File: src/design/eis_pkg.sv
package eis_pkg;

  // ==========================================================
  // select byte layout
  localparam logic [3:0] TYPE_MEM      = 4'hA;  // device type: main array
  localparam logic [3:0] TYPE_ID       = 4'hB;  // device type: identification page
  localparam int         IDX_CE        = 3;     // chip-enable bit of the select byte
  localparam int         IDX_TOP_HI    = 2;     // addr_bit_top in the select byte
  localparam int         IDX_TOP_LO    = 1;     // addr_bit_next_top in the select byte
  localparam int         IDX_RW        = 0;     // direction bit, 1 = read
  localparam int         IDX_ID_TYPE   = 4;     // low bit of the type field
  localparam int         IDX_LOCK_OP   = 2;     // address bit 10 inside the upper address byte

  // ==========================================================
  // bit counter
  localparam logic [3:0] CNT_ZERO      = 4'h0;
  localparam logic [3:0] CNT_BYTE      = 4'h8;  // eight data bits taken
  localparam logic [3:0] CNT_ACK       = 4'h9;  // ninth clock, acknowledge slot
  localparam logic [3:0] CNT_STOP_SLOT = 4'h1;  // tenth clock: its rise is counted before a stop shows

  // ==========================================================
  // reset values
  localparam logic [3:0] SYNC_RST      = 4'hF;  // pins idle high on a pulled-up bus
  localparam logic [7:0] BYTE_RST      = 8'h00;
  localparam int         ADDR_W        = 18;

  // ==========================================================
  // types
  typedef enum logic [2:0] {
    EIS_IDLE    = 3'h0,
    EIS_DEVSEL  = 3'h1,
    EIS_ADDR_HI = 3'h3,
    EIS_ADDR_LO = 3'h2,
    EIS_DATA    = 3'h6,
    EIS_READ    = 3'h7,
    EIS_STANDBY = 3'h5
  } eis_state_e;

  typedef struct packed {
    logic              id_page;  // identification page selected
    logic              lock_op;  // id page lock instruction (address bit 10 set)
    logic [ADDR_W-1:0] addr;     // full byte address
  } eis_target_s;

  localparam eis_target_s TARGET_RST = '{id_page: 1'b0, lock_op: 1'b0, addr: 18'h00000};

  // select byte accepted: known type and matching chip-enable bit
  function automatic logic sel_match(input logic [7:0] sel, input logic strap);
    sel_match = ((sel[7:4] == TYPE_MEM) || (sel[7:4] == TYPE_ID)) && (sel[IDX_CE] == strap);
  endfunction : sel_match

endpackage : eis_pkg

File: src/design/eis_slave.sv
// How it works
// RULE1 - start is data falling while clock stays high; master makes it, we detect it
// RULE2 - master issues a start before every instruction it sends
// RULE3 - start detection runs always, except during an internal write cycle
// RULE4 - stop is data rising while clock high; it ends the current exchange
// RULE5 - stop closing a write instruction launches the internal write cycle
// RULE6 - received data is captured on each rising serial clock edge
// RULE7 - transmitter keeps data stable around rising clock, changes only while low
// RULE8 - after eight bits data is released; receiver pulls low on ninth pulse
// RULE9 - select byte acknowledged only for type 1010b or 1011b
// RULE10 - select byte chip-enable bit must equal the strap pin level
// RULE11 - last select bit gives direction: one reads, zero writes
// RULE12 - bytes arrive most significant bit first
// RULE13 - matching select acknowledged in ninth slot; mismatch leaves bus, goes standby
// RULE14 - two address bytes follow, upper first, each acknowledged
// RULE15 - id page uses A7..A0 only; bit 10 picks write/status or lock
// RULE16 - device is slave only, never drives the clock nor starts transfers
// RULE17 - main array: two select bits give the top of an 18-bit address
// RULE18 - with write protect high select and address acked, data bytes not
// RULE19 - during the internal write cycle data output is off, requests ignored
// RULE20 - a start in mid transaction aborts the byte and restarts select reception
module eis_slave (
  // clock and reset
  input  wire logic          clk,
  input  wire logic          rst,
  // serial bus pins
  input  wire logic          scl_in,
  input  wire logic          sda_in,
  output logic               sda_out,
  output logic               sda_oe,
  // strap and protection pins
  input  wire logic          chip_select_strap,
  input  wire logic          write_protect_input,
  // array core status
  input  wire logic          write_busy,
  input  wire logic          id_locked,
  // decoded request towards the array core
  output eis_pkg::eis_target_s target,
  output logic               target_valid,
  output logic               read_select,
  output logic [7:0]         data_byte,
  output logic               data_strobe,
  output logic               write_start
);

  // ==========================================================
  // pin synchronisation
  logic [3:0] pins_s;
  logic       scl_s;
  logic       sda_s;
  logic       strap_s;
  logic       wp_s;
  logic       scl_d;
  logic       sda_d;

  eis_sync u_sync (
    .clk (clk),
    .rst (rst),
    .d   ({write_protect_input, chip_select_strap, sda_in, scl_in}),
    .q   (pins_s)
  );

  assign scl_s   = pins_s[0];
  assign sda_s   = pins_s[1];
  assign strap_s = pins_s[2];
  assign wp_s    = pins_s[3];

  // one more stage of clock and data to find their edges
  always_ff @(posedge clk) begin
    if (rst) begin
      scl_d <= 1'b1;
      sda_d <= 1'b1;
    end else begin
      scl_d <= scl_s;
      sda_d <= sda_s;
    end
  end

  // ==========================================================
  // bus events
  logic start_cond;
  logic stop_cond;
  logic scl_rise;
  logic scl_fall;

  assign start_cond = scl_d && scl_s && sda_d && !sda_s;  // RULE1
  assign stop_cond  = scl_d && scl_s && !sda_d && sda_s;  // RULE4
  assign scl_rise   = !scl_d && scl_s;
  assign scl_fall   = scl_d && !scl_s;

  // ==========================================================
  // protocol state
  eis_pkg::eis_state_e  state,       next_state;
  logic [3:0]           bit_cnt,     next_bit_cnt;
  logic [7:0]           shreg,       next_shreg;
  logic                 sel_id,      next_sel_id;
  logic [1:0]           sel_top,     next_sel_top;
  logic                 data_ok,     next_data_ok;
  logic                 next_sda_oe;
  eis_pkg::eis_target_s next_target;
  logic                 next_target_valid;
  logic                 next_read_select;
  logic [7:0]           next_data_byte;
  logic                 next_data_strobe;
  logic                 next_write_start;
  logic                 receiving;

  // the ack slot must finish even after a mismatch moved us to standby
  assign receiving = (state == eis_pkg::EIS_DEVSEL) || (state == eis_pkg::EIS_ADDR_HI) ||
                     (state == eis_pkg::EIS_ADDR_LO) || (state == eis_pkg::EIS_DATA) ||
                     (bit_cnt == eis_pkg::CNT_ACK);

  // next values of the whole byte engine
  always_comb begin
    next_state        = state;
    next_bit_cnt      = bit_cnt;
    next_shreg        = shreg;
    next_sel_id       = sel_id;
    next_sel_top      = sel_top;
    next_data_ok      = data_ok;
    next_sda_oe       = sda_oe;
    next_target       = target;
    next_target_valid = 1'b0;
    next_read_select  = read_select;
    next_data_byte    = data_byte;
    next_data_strobe  = 1'b0;
    next_write_start  = 1'b0;
    if (write_busy) begin  // RULE19
      // deaf and silent; a start here is not even watched
      next_state       = eis_pkg::EIS_IDLE;  // RULE3
      next_bit_cnt     = eis_pkg::CNT_ZERO;
      next_sda_oe      = 1'b0;
      next_read_select = 1'b0;
      next_data_ok     = 1'b0;
    end else if (start_cond) begin  // RULE20
      next_state       = eis_pkg::EIS_DEVSEL;  // RULE3
      next_bit_cnt     = eis_pkg::CNT_ZERO;
      next_sda_oe      = 1'b0;
      next_read_select = 1'b0;
      next_data_ok     = 1'b0;
    end else if (stop_cond) begin
      // only a stop in the clock pulse right after a data ack commits the write;
      // that pulse's rise was already counted as bit one of a byte that never comes
      if ((state == eis_pkg::EIS_DATA) && (bit_cnt == eis_pkg::CNT_STOP_SLOT) && data_ok) begin
        next_write_start = 1'b1;  // RULE5
      end
      next_state       = eis_pkg::EIS_IDLE;  // RULE4
      next_bit_cnt     = eis_pkg::CNT_ZERO;
      next_sda_oe      = 1'b0;
      next_read_select = 1'b0;
      next_data_ok     = 1'b0;
    end else if (receiving) begin
      if (scl_rise && (bit_cnt < eis_pkg::CNT_BYTE)) begin
        next_shreg   = {shreg[6:0], sda_s};  // RULE6 RULE12
        next_bit_cnt = bit_cnt + 4'h1;
      end else if (scl_fall && (bit_cnt == eis_pkg::CNT_BYTE)) begin
        // clock just went low after bit eight: decide the ack for slot nine
        next_bit_cnt = eis_pkg::CNT_ACK;  // RULE8
        unique case (state)
          eis_pkg::EIS_DEVSEL: begin
            if (eis_pkg::sel_match(shreg, strap_s)) begin  // RULE9 RULE10
              next_sda_oe  = 1'b1;  // RULE13
              next_sel_id  = shreg[eis_pkg::IDX_ID_TYPE];
              next_sel_top = {shreg[eis_pkg::IDX_TOP_HI], shreg[eis_pkg::IDX_TOP_LO]};
              if (shreg[eis_pkg::IDX_RW]) begin  // RULE11
                next_read_select = 1'b1;
                next_state       = eis_pkg::EIS_READ;
              end else begin
                next_state       = eis_pkg::EIS_ADDR_HI;
              end
            end else begin
              next_state = eis_pkg::EIS_STANDBY;  // RULE13
            end
          end
          eis_pkg::EIS_ADDR_HI: begin
            next_sda_oe              = 1'b1;  // RULE14 RULE18
            next_target.addr[15:8]   = shreg;
            next_target.lock_op      = sel_id && shreg[eis_pkg::IDX_LOCK_OP];  // RULE15
            next_state               = eis_pkg::EIS_ADDR_LO;
          end
          eis_pkg::EIS_ADDR_LO: begin
            next_sda_oe              = 1'b1;  // RULE14
            next_target.addr[7:0]    = shreg;
            next_target.id_page      = sel_id;
            // id page ignores every upper bit; only the byte index counts
            if (sel_id) begin
              next_target.addr[17:8] = 10'h000;  // RULE15
            end else begin
              next_target.addr[17:16] = sel_top;  // RULE17
            end
            next_target_valid        = 1'b1;
            next_state               = eis_pkg::EIS_DATA;
          end
          eis_pkg::EIS_DATA: begin
            next_data_byte   = shreg;
            next_data_strobe = 1'b1;
            if (!wp_s && !(sel_id && id_locked)) begin  // RULE18
              next_sda_oe  = 1'b1;
              next_data_ok = 1'b1;
            end
          end
          default: begin
            next_state = eis_pkg::EIS_IDLE;
          end
        endcase
      end else if (scl_fall && (bit_cnt == eis_pkg::CNT_ACK)) begin
        next_bit_cnt = eis_pkg::CNT_ZERO;  // RULE8
        next_sda_oe  = 1'b0;
      end
    end
  end

  // registers of the byte engine
  always_ff @(posedge clk) begin
    if (rst) begin
      state        <= eis_pkg::EIS_IDLE;
      bit_cnt      <= eis_pkg::CNT_ZERO;
      shreg        <= eis_pkg::BYTE_RST;
      sel_id       <= 1'b0;
      sel_top      <= 2'h0;
      data_ok      <= 1'b0;
      sda_oe       <= 1'b0;
      target       <= eis_pkg::TARGET_RST;
      target_valid <= 1'b0;
      read_select  <= 1'b0;
      data_byte    <= eis_pkg::BYTE_RST;
      data_strobe  <= 1'b0;
      write_start  <= 1'b0;
    end else begin
      state        <= next_state;
      bit_cnt      <= next_bit_cnt;
      shreg        <= next_shreg;
      sel_id       <= next_sel_id;
      sel_top      <= next_sel_top;
      data_ok      <= next_data_ok;
      sda_oe       <= next_sda_oe;
      target       <= next_target;
      target_valid <= next_target_valid;
      read_select  <= next_read_select;
      data_byte    <= next_data_byte;
      data_strobe  <= next_data_strobe;
      write_start  <= next_write_start;
    end
  end

  // open drain: the pin only ever pulls low, and there is no clock output at all
  always_ff @(posedge clk) begin
    sda_out <= 1'b0;  // RULE16
  end
endmodule : eis_slave

File: src/design/eis_sync.sv
module eis_sync (
  // clock and reset
  input  wire logic       clk,
  input  wire logic       rst,
  // asynchronous levels in, synchronised levels out
  input  wire logic [3:0] d,
  output logic      [3:0] q
);

  logic [3:0] meta;

  // ==========================================================
  // two-stage synchroniser; only the second stage is visible
  always_ff @(posedge clk) begin
    if (rst) begin
      meta <= eis_pkg::SYNC_RST;
      q    <= eis_pkg::SYNC_RST;
    end else begin
      meta <= d;
      q    <= meta;
    end
  end

endmodule : eis_sync

File: config.mk
export PLATFORM = sky130hd
export DESIGN_NAME = eis_slave
export DESIGN_NICKNAME = d
export VERILOG_FILES = /design/src/design/eis_pkg.sv /design/src/design/eis_slave.sv /design/src/design/eis_sync.sv
export SDC_FILE = /design/constraint.sdc
export NUM_CORES = 1
export LEC_CHECK = 0
export BUFFER_PORTS_ARGS = -buffer_cell sky130_fd_sc_hd__buf_2
export CAP_MARGIN = 20
export CELL_PAD_IN_SITES_DETAIL_PLACEMENT = 1
export CELL_PAD_IN_SITES_GLOBAL_PLACEMENT = 1
export CORE_UTILIZATION = 42
export CTS_CLUSTER_DIAMETER = 100
export DETAILED_ROUTE_END_ITERATION = 16
export PLACE_DENSITY_LB_ADDON = 0.25
export SYNTH_ARGS = -nofsm -noshare
export SYNTH_HDL_FRONTEND = slang
export SYNTH_HIERARCHICAL = 1
export SYNTH_SLANG_ARGS = --single-unit
File: constraint.sdc
create_clock -name clk -period 1.92 [get_ports clk]
set_input_delay 0.096 -clock clk [delete_from_list [all_inputs] [get_ports clk]]
set_output_delay 0.096 -clock clk [all_outputs]
set_load 0.005 [all_outputs]
==> results.json, run 1 <==
{
  "pwr-share-seq_pct": 52.1,
  "clkTransAtPathRegs_ns": 0.07,
  "hold_depth": 2,
  "endpoint_kind": "register",
  "cp.arrival_ns": 1.99,
  "finalSetupViolCount": 0,
  "clock-sinks": 62,
  "path_class": "reg2reg",
  "p_int_mw": 1.95,
  "core-area_um2": 5680,
  "wirelength_mm": 6.07,
  "synth_warnings": 6,
  "r2r_cells": 6,
  "hold_start": "rst",
  "p_leak_nw": 1.45,
  "dr.pass1.iters": 4,
  "ioPinCount": 42,
  "startpoint_type": "register",
  "synth_ff_type": "dfxtp_1",
  "tightest_slew_ns": 0.578,
  "grt_max_degree": 45,
  "hold_end": "u_sync/q[2]$_SDFF_PP1_",
  "p_sw_uw": 549,
  "rsz0062_at_grt": "no",
  "syn_to_final_growth_pct": 21.7,
  "p_sw_share_pct": 22.0,
  "avgSynthCellArea_um2": 9.86,
  "gr-usage-met3_pct": 5.49,
  "place.gp.congestion": 0.831,
  "drcViolationCount": 0,
  "fin_nets": 322,
  "status": "complete, no violations",
  "synthDistinctLibCells": 48,
  "yosys_register_bits": 62,
  "p_clk_share_pct": 44.9,
  "die_area_um2": 6350,
  "final_antenna_net_count": 0,
  "slew_viol_final": 0,
  "yosysSeqAreaShare_pct": 49.0,
  "finalClockSkew_ns": 0.00473,
  "drt-initial-drc-count": 100,
  "period_minus_slack_ns": 1.77,
  "fill_cells": 668,
  "seq_area_um2": 1240,
  "final_cells": 387,
  "fmax_ghz": 0.564,
  "row_count": 27,
  "met2_usage_pct": 33.5,
  "drive_gt1_share_pct": 23.8,
  "grt.met1_usage_pct": 26.2,
  "initial_core_util_pct": 44.6,
  "grt_overflow": 0,
  "synth_common_cells": "dfxtp_1, mux2i_1, nor2_1",
  "grt_pass1_vias": 2080,
  "r2r_start": "bit_cnt[1]$_SDFFE_PP0P_",
  "post-place-ws_ns": 0.00349,
  "via_per_inst": 5.27,
  "dpl.hpwl_mm": 4.09,
  "relSlewSlack_pct": 61.4,
  "syn-num-nets": 268,
  "p_comb_share_pct": 3.0,
  "h-tree-depth": 3,
  "worstSkewPairLatency_ns": 0.34,
  "required_ns": 2.14,
  "maxCapViolCount": 0,
  "die_h_um": 79.7,
  "path_max_fanout": 7,
  "grt_busiest_layer": "met2",
  "cts_tree": "yes",
  "tns_ns": 0,
  "final.period_utilization_pct": 92.4,
  "grt_pass1_wl_mm": 9.98,
  "die_w_um": 79.7,
  "cts_buffers": 9,
  "synth-async-reset-ratio_pct": 0,
  "synth_edf_count": 0,
  "finalHoldViolations": 0,
  "power_density_nw_per_um2": 811,
  "cts_buffer_depth": 2,
  "antenna_found_initial": 0,
  "yosysTopAreaCell": "dfxtp_1",
  "num_antenna_cells": 0,
  "synthTopCellsByArea": "dfxtp_1, mux2i_1, nor2_1, nand2b_1, nand2_1",
  "syn-cell-area_um2": 2530,
  "post_cts_buffers": 0,
  "ir_worst_vdd_mv": 0.537,
  "synth_cells": 257,
  "vias": 2041,
  "timing.final.ws_setup_ns": 0.146,
  "dp_cells": 368,
  "synth_most_common_cell": "dfxtp_1",
  "multi_input_comb_area_um2": 1210,
  "cts_root_buf": "clkbuf_8",
  "io_buffers": 40,
  "wl_per_cell_um": 15.7,
  "r2r_end": "sda_oe$_SDFFE_PP0P_",
  "synth_top_cell_area_share_pct": 49.0,
  "rrSetupSlack_ns": 0.15,
  "hp-class": "in2reg",
  "grt.total_usage_pct": 21.3
}
[layout make-up]
cell class	instances	area share, %
multi-input combinational	178	39.4
inverter	3	0.365
tap	72	2.92
clock buffer	11	4.58
clock inverter	4	1.54
sequential	62	40.2
timing repair buffer	57	11.0
[metal layers]
metal  part of all wire [%]  wire, µm  vias up
li1                       -         -      996
met1                     47      2830      985
met2                     47      2880       47
met3                    3.8       228       13
met4                    2.2       135        0
met5                      0         0        -
[per-stage QoR]
| stage | instance area (µm²) | total power [mW] | hold WS, ns | util, % |
|---|---|---|---|---|
| after floorplan | 2530 | 1.37 | 0.193 | - |
| after global placement | 2850 | 1.40 | 0.272 | 50.2 |
| after detailed placement | 2850 | 1.40 | 0.276 | 50.2 |
| after CTS | 3080 | 2.53 | 0.122 | 54.3 |
| after global routing | 3080 | 2.61 | 0.133 | 54.3 |
| final | 3080 | 2.50 | 0.124 | 54.3 |
[state kept, by name (all words and copies together), names as in the netlist]
name,count
u_sync/q,4
sel_id,1
read_select,1
u_sync/meta,4
data_byte,8
data_ok,1
state,3
scl_d,1
sda_oe,1
data_strobe,1
sda_d,1
bit_cnt,4
target_valid,1
sel_top,2
target,20
write_start,1
shreg,8
[placed cells by master, fill, tap and decap left out, types with 7 or more instances in the layout]
cell,n
clkbuf_8,10
nand2b_1,14
mux2i_1,34
or2_1,8
nand2_1,17
a21oi_1,7
buf_4,13
buf_2,40
nor2_1,31
dfxtp_1,62
[critical path: stages (launching register included)]
cell and delay, ns:
dfxtp_1 0.38, inv_1 0.08, ha_1 0.23, and3b_1 0.24, nor3_4 0.27, o21ai_1 0.13, a221oi_1 0.32
[power groups by stage]
stage / logic, mW / registers [mW] / clock network [mW]
finish: 0.0755 / 1.30 / 1.12
global route: 0.0830 / 1.30 / 1.22
CTS: 0.0753 / 1.30 / 1.15
detailed placement: 0.0681 / 1.33 / 0
global placement: 0.0664 / 1.33 / 0
floorplan: 0.0445 / 1.33 / 0
[repair_timing]
| action | in CTS | in global routing |
|---|---|---|
| hold buffers | 4 | 0 |
| hold endpoints to repair | 4 | 0 |
| gates resized for setup | 1 | 1 |
| setup endpoints to repair | 1 | 2 |
[worst max-delay path by stage]
stage | start | to | slack [ns] | depth (start not counted)
2_1_floorplan | bit_cnt[0]$_SDFFE_PP0P_ | target[16]$_SDFFE_PP0P_ | 0.29 | 6
5_1_grt | bit_cnt[1]$_SDFFE_PP0P_ | sda_oe$_SDFFE_PP0P_ | 0.002 | 6
6_report | bit_cnt[1]$_SDFFE_PP0P_ | sda_oe$_SDFFE_PP0P_ | 0.15 | 6
3_5_place_dp | bit_cnt[0]$_SDFFE_PP0P_ | target[16]$_SDFFE_PP0P_ | 0.003 | 6
4_1_cts | bit_cnt[0]$_SDFFE_PP0P_ | target[16]$_SDFFE_PP0P_ | 0.09 | 6
3_3_place_gp | bit_cnt[0]$_SDFFE_PP0P_ | target[16]$_SDFFE_PP0P_ | 0.13 | 6
[kinds of logic (layout without fill, tap and decap cells)]
kind of cell    after synthesis  after routing  synth area share, %
simple gates                102            102                 22.5
flops                        62             62                 49.0
compound gates               35             35                 9.09
mux                          34             34                 13.4
buf+inv                      17             75                 3.36
fa+ha+maj                     3              3                 1.48
xor+xnor                      3              3                 1.04
other cells                   1              1                0.148
Power figures use the tool's default switching activity.
==> run 2, diff against run 1 <==
--- a/config.mk
+++ b/config.mk
@@ -13,6 +13,7 @@
 export CTS_CLUSTER_DIAMETER = 100
 export DETAILED_ROUTE_END_ITERATION = 16
 export PLACE_DENSITY_LB_ADDON = 0.25
+export REMOVE_ABC_BUFFERS = 1
 export SYNTH_ARGS = -nofsm -noshare
 export SYNTH_HDL_FRONTEND = slang
 export SYNTH_HIERARCHICAL = 1
==> results.json, run 2 (synthesized netlist as in run 1, its figures left out) <==
{
  "drcViolationCount": 0,
  "finalSetupViolCount": 0,
  "drive_gt1_share_pct": 24.4,
  "antenna_found_initial": 0,
  "relSlewSlack_pct": 49.7,
  "h-tree-depth": 3,
  "via_per_inst": 5.29,
  "period_minus_slack_ns": 1.76,
  "required_ns": 2.13,
  "slew_viol_final": 0,
  "final_antenna_net_count": 0,
  "cpPeakStageDelay_ns": 0.60,
  "fmax_ghz": 0.568,
  "die_w_um": 79.7,
  "path_max_fanout": 8,
  "final.period_utilization_pct": 91.7,
  "grt.total_usage_pct": 21.6,
  "reg_top3": "target x20, data_byte x8, shreg x8",
  "design_area_um2": 3060,
  "grt_pass1_vias": 2035,
  "tightest_slew_ns": 0.749,
  "path_delay_family": "simple AND/OR/NAND/NOR gates",
  "cpMaxStageDelayCell": "or3_1",
  "hp-class": "in2reg",
  "wirelength_mm": 6.11,
  "tns_ns": 0,
  "grt_pass1_wl_mm": 10.0,
  "core-area_um2": 5680,
  "regMostFlops": "target",
  "status": "complete, no violations",
  "p_leak_nw": 1.43,
  "placed_cell_area_um2": 2850,
  "ioPinCount": 42,
  "die_area_um2": 6350,
  "finalClockSkew_ns": 0.00595,
  "cts_root_buf": "clkbuf_8",
  "dr.pass1.iters": 4,
  "dpl.hpwl_mm": 4.19,
  "multi_input_comb_area_um2": 1220,
  "clkTransAtPathRegs_ns": 0.07,
  "finalHoldViolations": 0,
  "vias": 2049,
  "path_class": "reg2reg",
  "row_count": 27,
  "startpoint_type": "register",
  "clock-sinks": 62,
  "io_buffers": 40,
  "cp.arrival_ns": 1.97,
  "die_h_um": 79.7,
  "final_common_cell": "dfxtp_1",
  "endpoint_kind": "register",
  "rsz0062_at_grt": "no",
  "post_cts_buffers": 0,
  "wl_per_cell_um": 15.8,
  "fin_nets": 322,
  "largest_reg_flops": 20,
  "final_cell_mix": "dfxtp_1, buf_2, mux2i_1, nor2_1, nand2_1",
  "maxCapViolCount": 0,
  "fill_cells": 663,
  "worstPathCellList": "inv_1 > ha_2 > nand2_1 > or3_1 > mux2i_1",
  "power_density_nw_per_um2": 762,
  "num_antenna_cells": 0,
  "cts_tree": "yes",
  "utilization_pct": 53.9,
  "ir_worst_vdd_mv": 0.399,
  "initial_core_util_pct": 44.6,
  "cts_buffers": 9,
  "holdWs_ns": 0.141,
  "drt-initial-drc-count": 94,
  "grt_overflow": 0,
  "cts_buffer_depth": 2,
  "cp_num_buf_inv": 1,
  "grt_max_degree": 22,
  "seq_area_um2": 1240,
  "syn_to_final_growth_pct": 20.8,
  "worstSkewPairLatency_ns": 0.34,
  "place.gp.congestion": 0.799
}
-- run 2: cell types whose count changed in the layout (fill, tap and decap cells not counted), sizes merged --
cell | before | now
clkinv | 2 | 4
bufinv | 1 | 0
clkbuf | 11 | 10
-- run 2: per-stage QoR --
| stage | setup slack, ns | power [mW] | instances |
|---|---|---|---|
| 2_1_floorplan | 0.0537 | 1.36 | 243 |
| 3_3_place_gp | 0.109 | 1.40 | 368 |
| 3_5_place_dp | 0.0176 | 1.40 | 368 |
| 4_1_cts | 0.109 | 2.35 | 387 |
| 5_1_grt | 0.0579 | 2.43 | 387 |
| 6_report | 0.160 | 2.33 | 387 |
-- run 2: cell type report --
class / count / area share (%)
inverters: 3 / 0.368
flip-flops and latches: 62 / 40.6
multi-input cells: 178 / 40.0
clock buffers: 10 / 4.17
repair buffers: 57 / 11.0
well taps: 72 / 2.94
clock inverters: 5 / 0.899
-- run 2: worst paths after layout --
path                            end  slack [ns]  cells past startpoint                 startpoint
min          target[1]$_SDFFE_PP0P_        0.14                      2                        rst
max reg2reg  target[8]$_SDFFE_PP0P_        0.16                      5    bit_cnt[0]$_SDFFE_PP0P_
min reg2reg  u_sync/q[1]$_SDFF_PP1_        0.41                      1  u_sync/meta[1]$_SDFF_PP1_
max          target[8]$_SDFFE_PP0P_        0.16                      5    bit_cnt[0]$_SDFFE_PP0P_
-- run 2: metal layers --
layer / up-vias / global-route usage, % / wire (µm)
met5: - / 0 / 0
met4: 0 / 13.1 / 196
met3: 17 / 4.34 / 186
met2: 41 / 34.0 / 2820
met1: 990 / 27.1 / 2900
li1: 1001 / - / -
-- run 2: worst register-to-register path: stages (launching register included) --
cell and delay, ns:
dfxtp_1 0.36, inv_1 0.10, ha_2 0.25, nand2_1 0.12, or3_1 0.60, mux2i_1 0.20
-- run 2: what timing repair did --
action                                  in CTS  in global routing
hold buffers                                 4                  0
endpoints found under the setup margin       2                  3
gates resized for setup                      1                  3
endpoints found under the hold margin        4                  0
cloned                                       0                  0
-- run 2: report_power, final --
group	internal (mW)	leakage, nW	switching (mW)
logic	0.0336	0.851	0.0427
clock network	0.451	0.0817	0.503
registers	1.30	0.501	0.00678
total	1.78	1.43	0.552
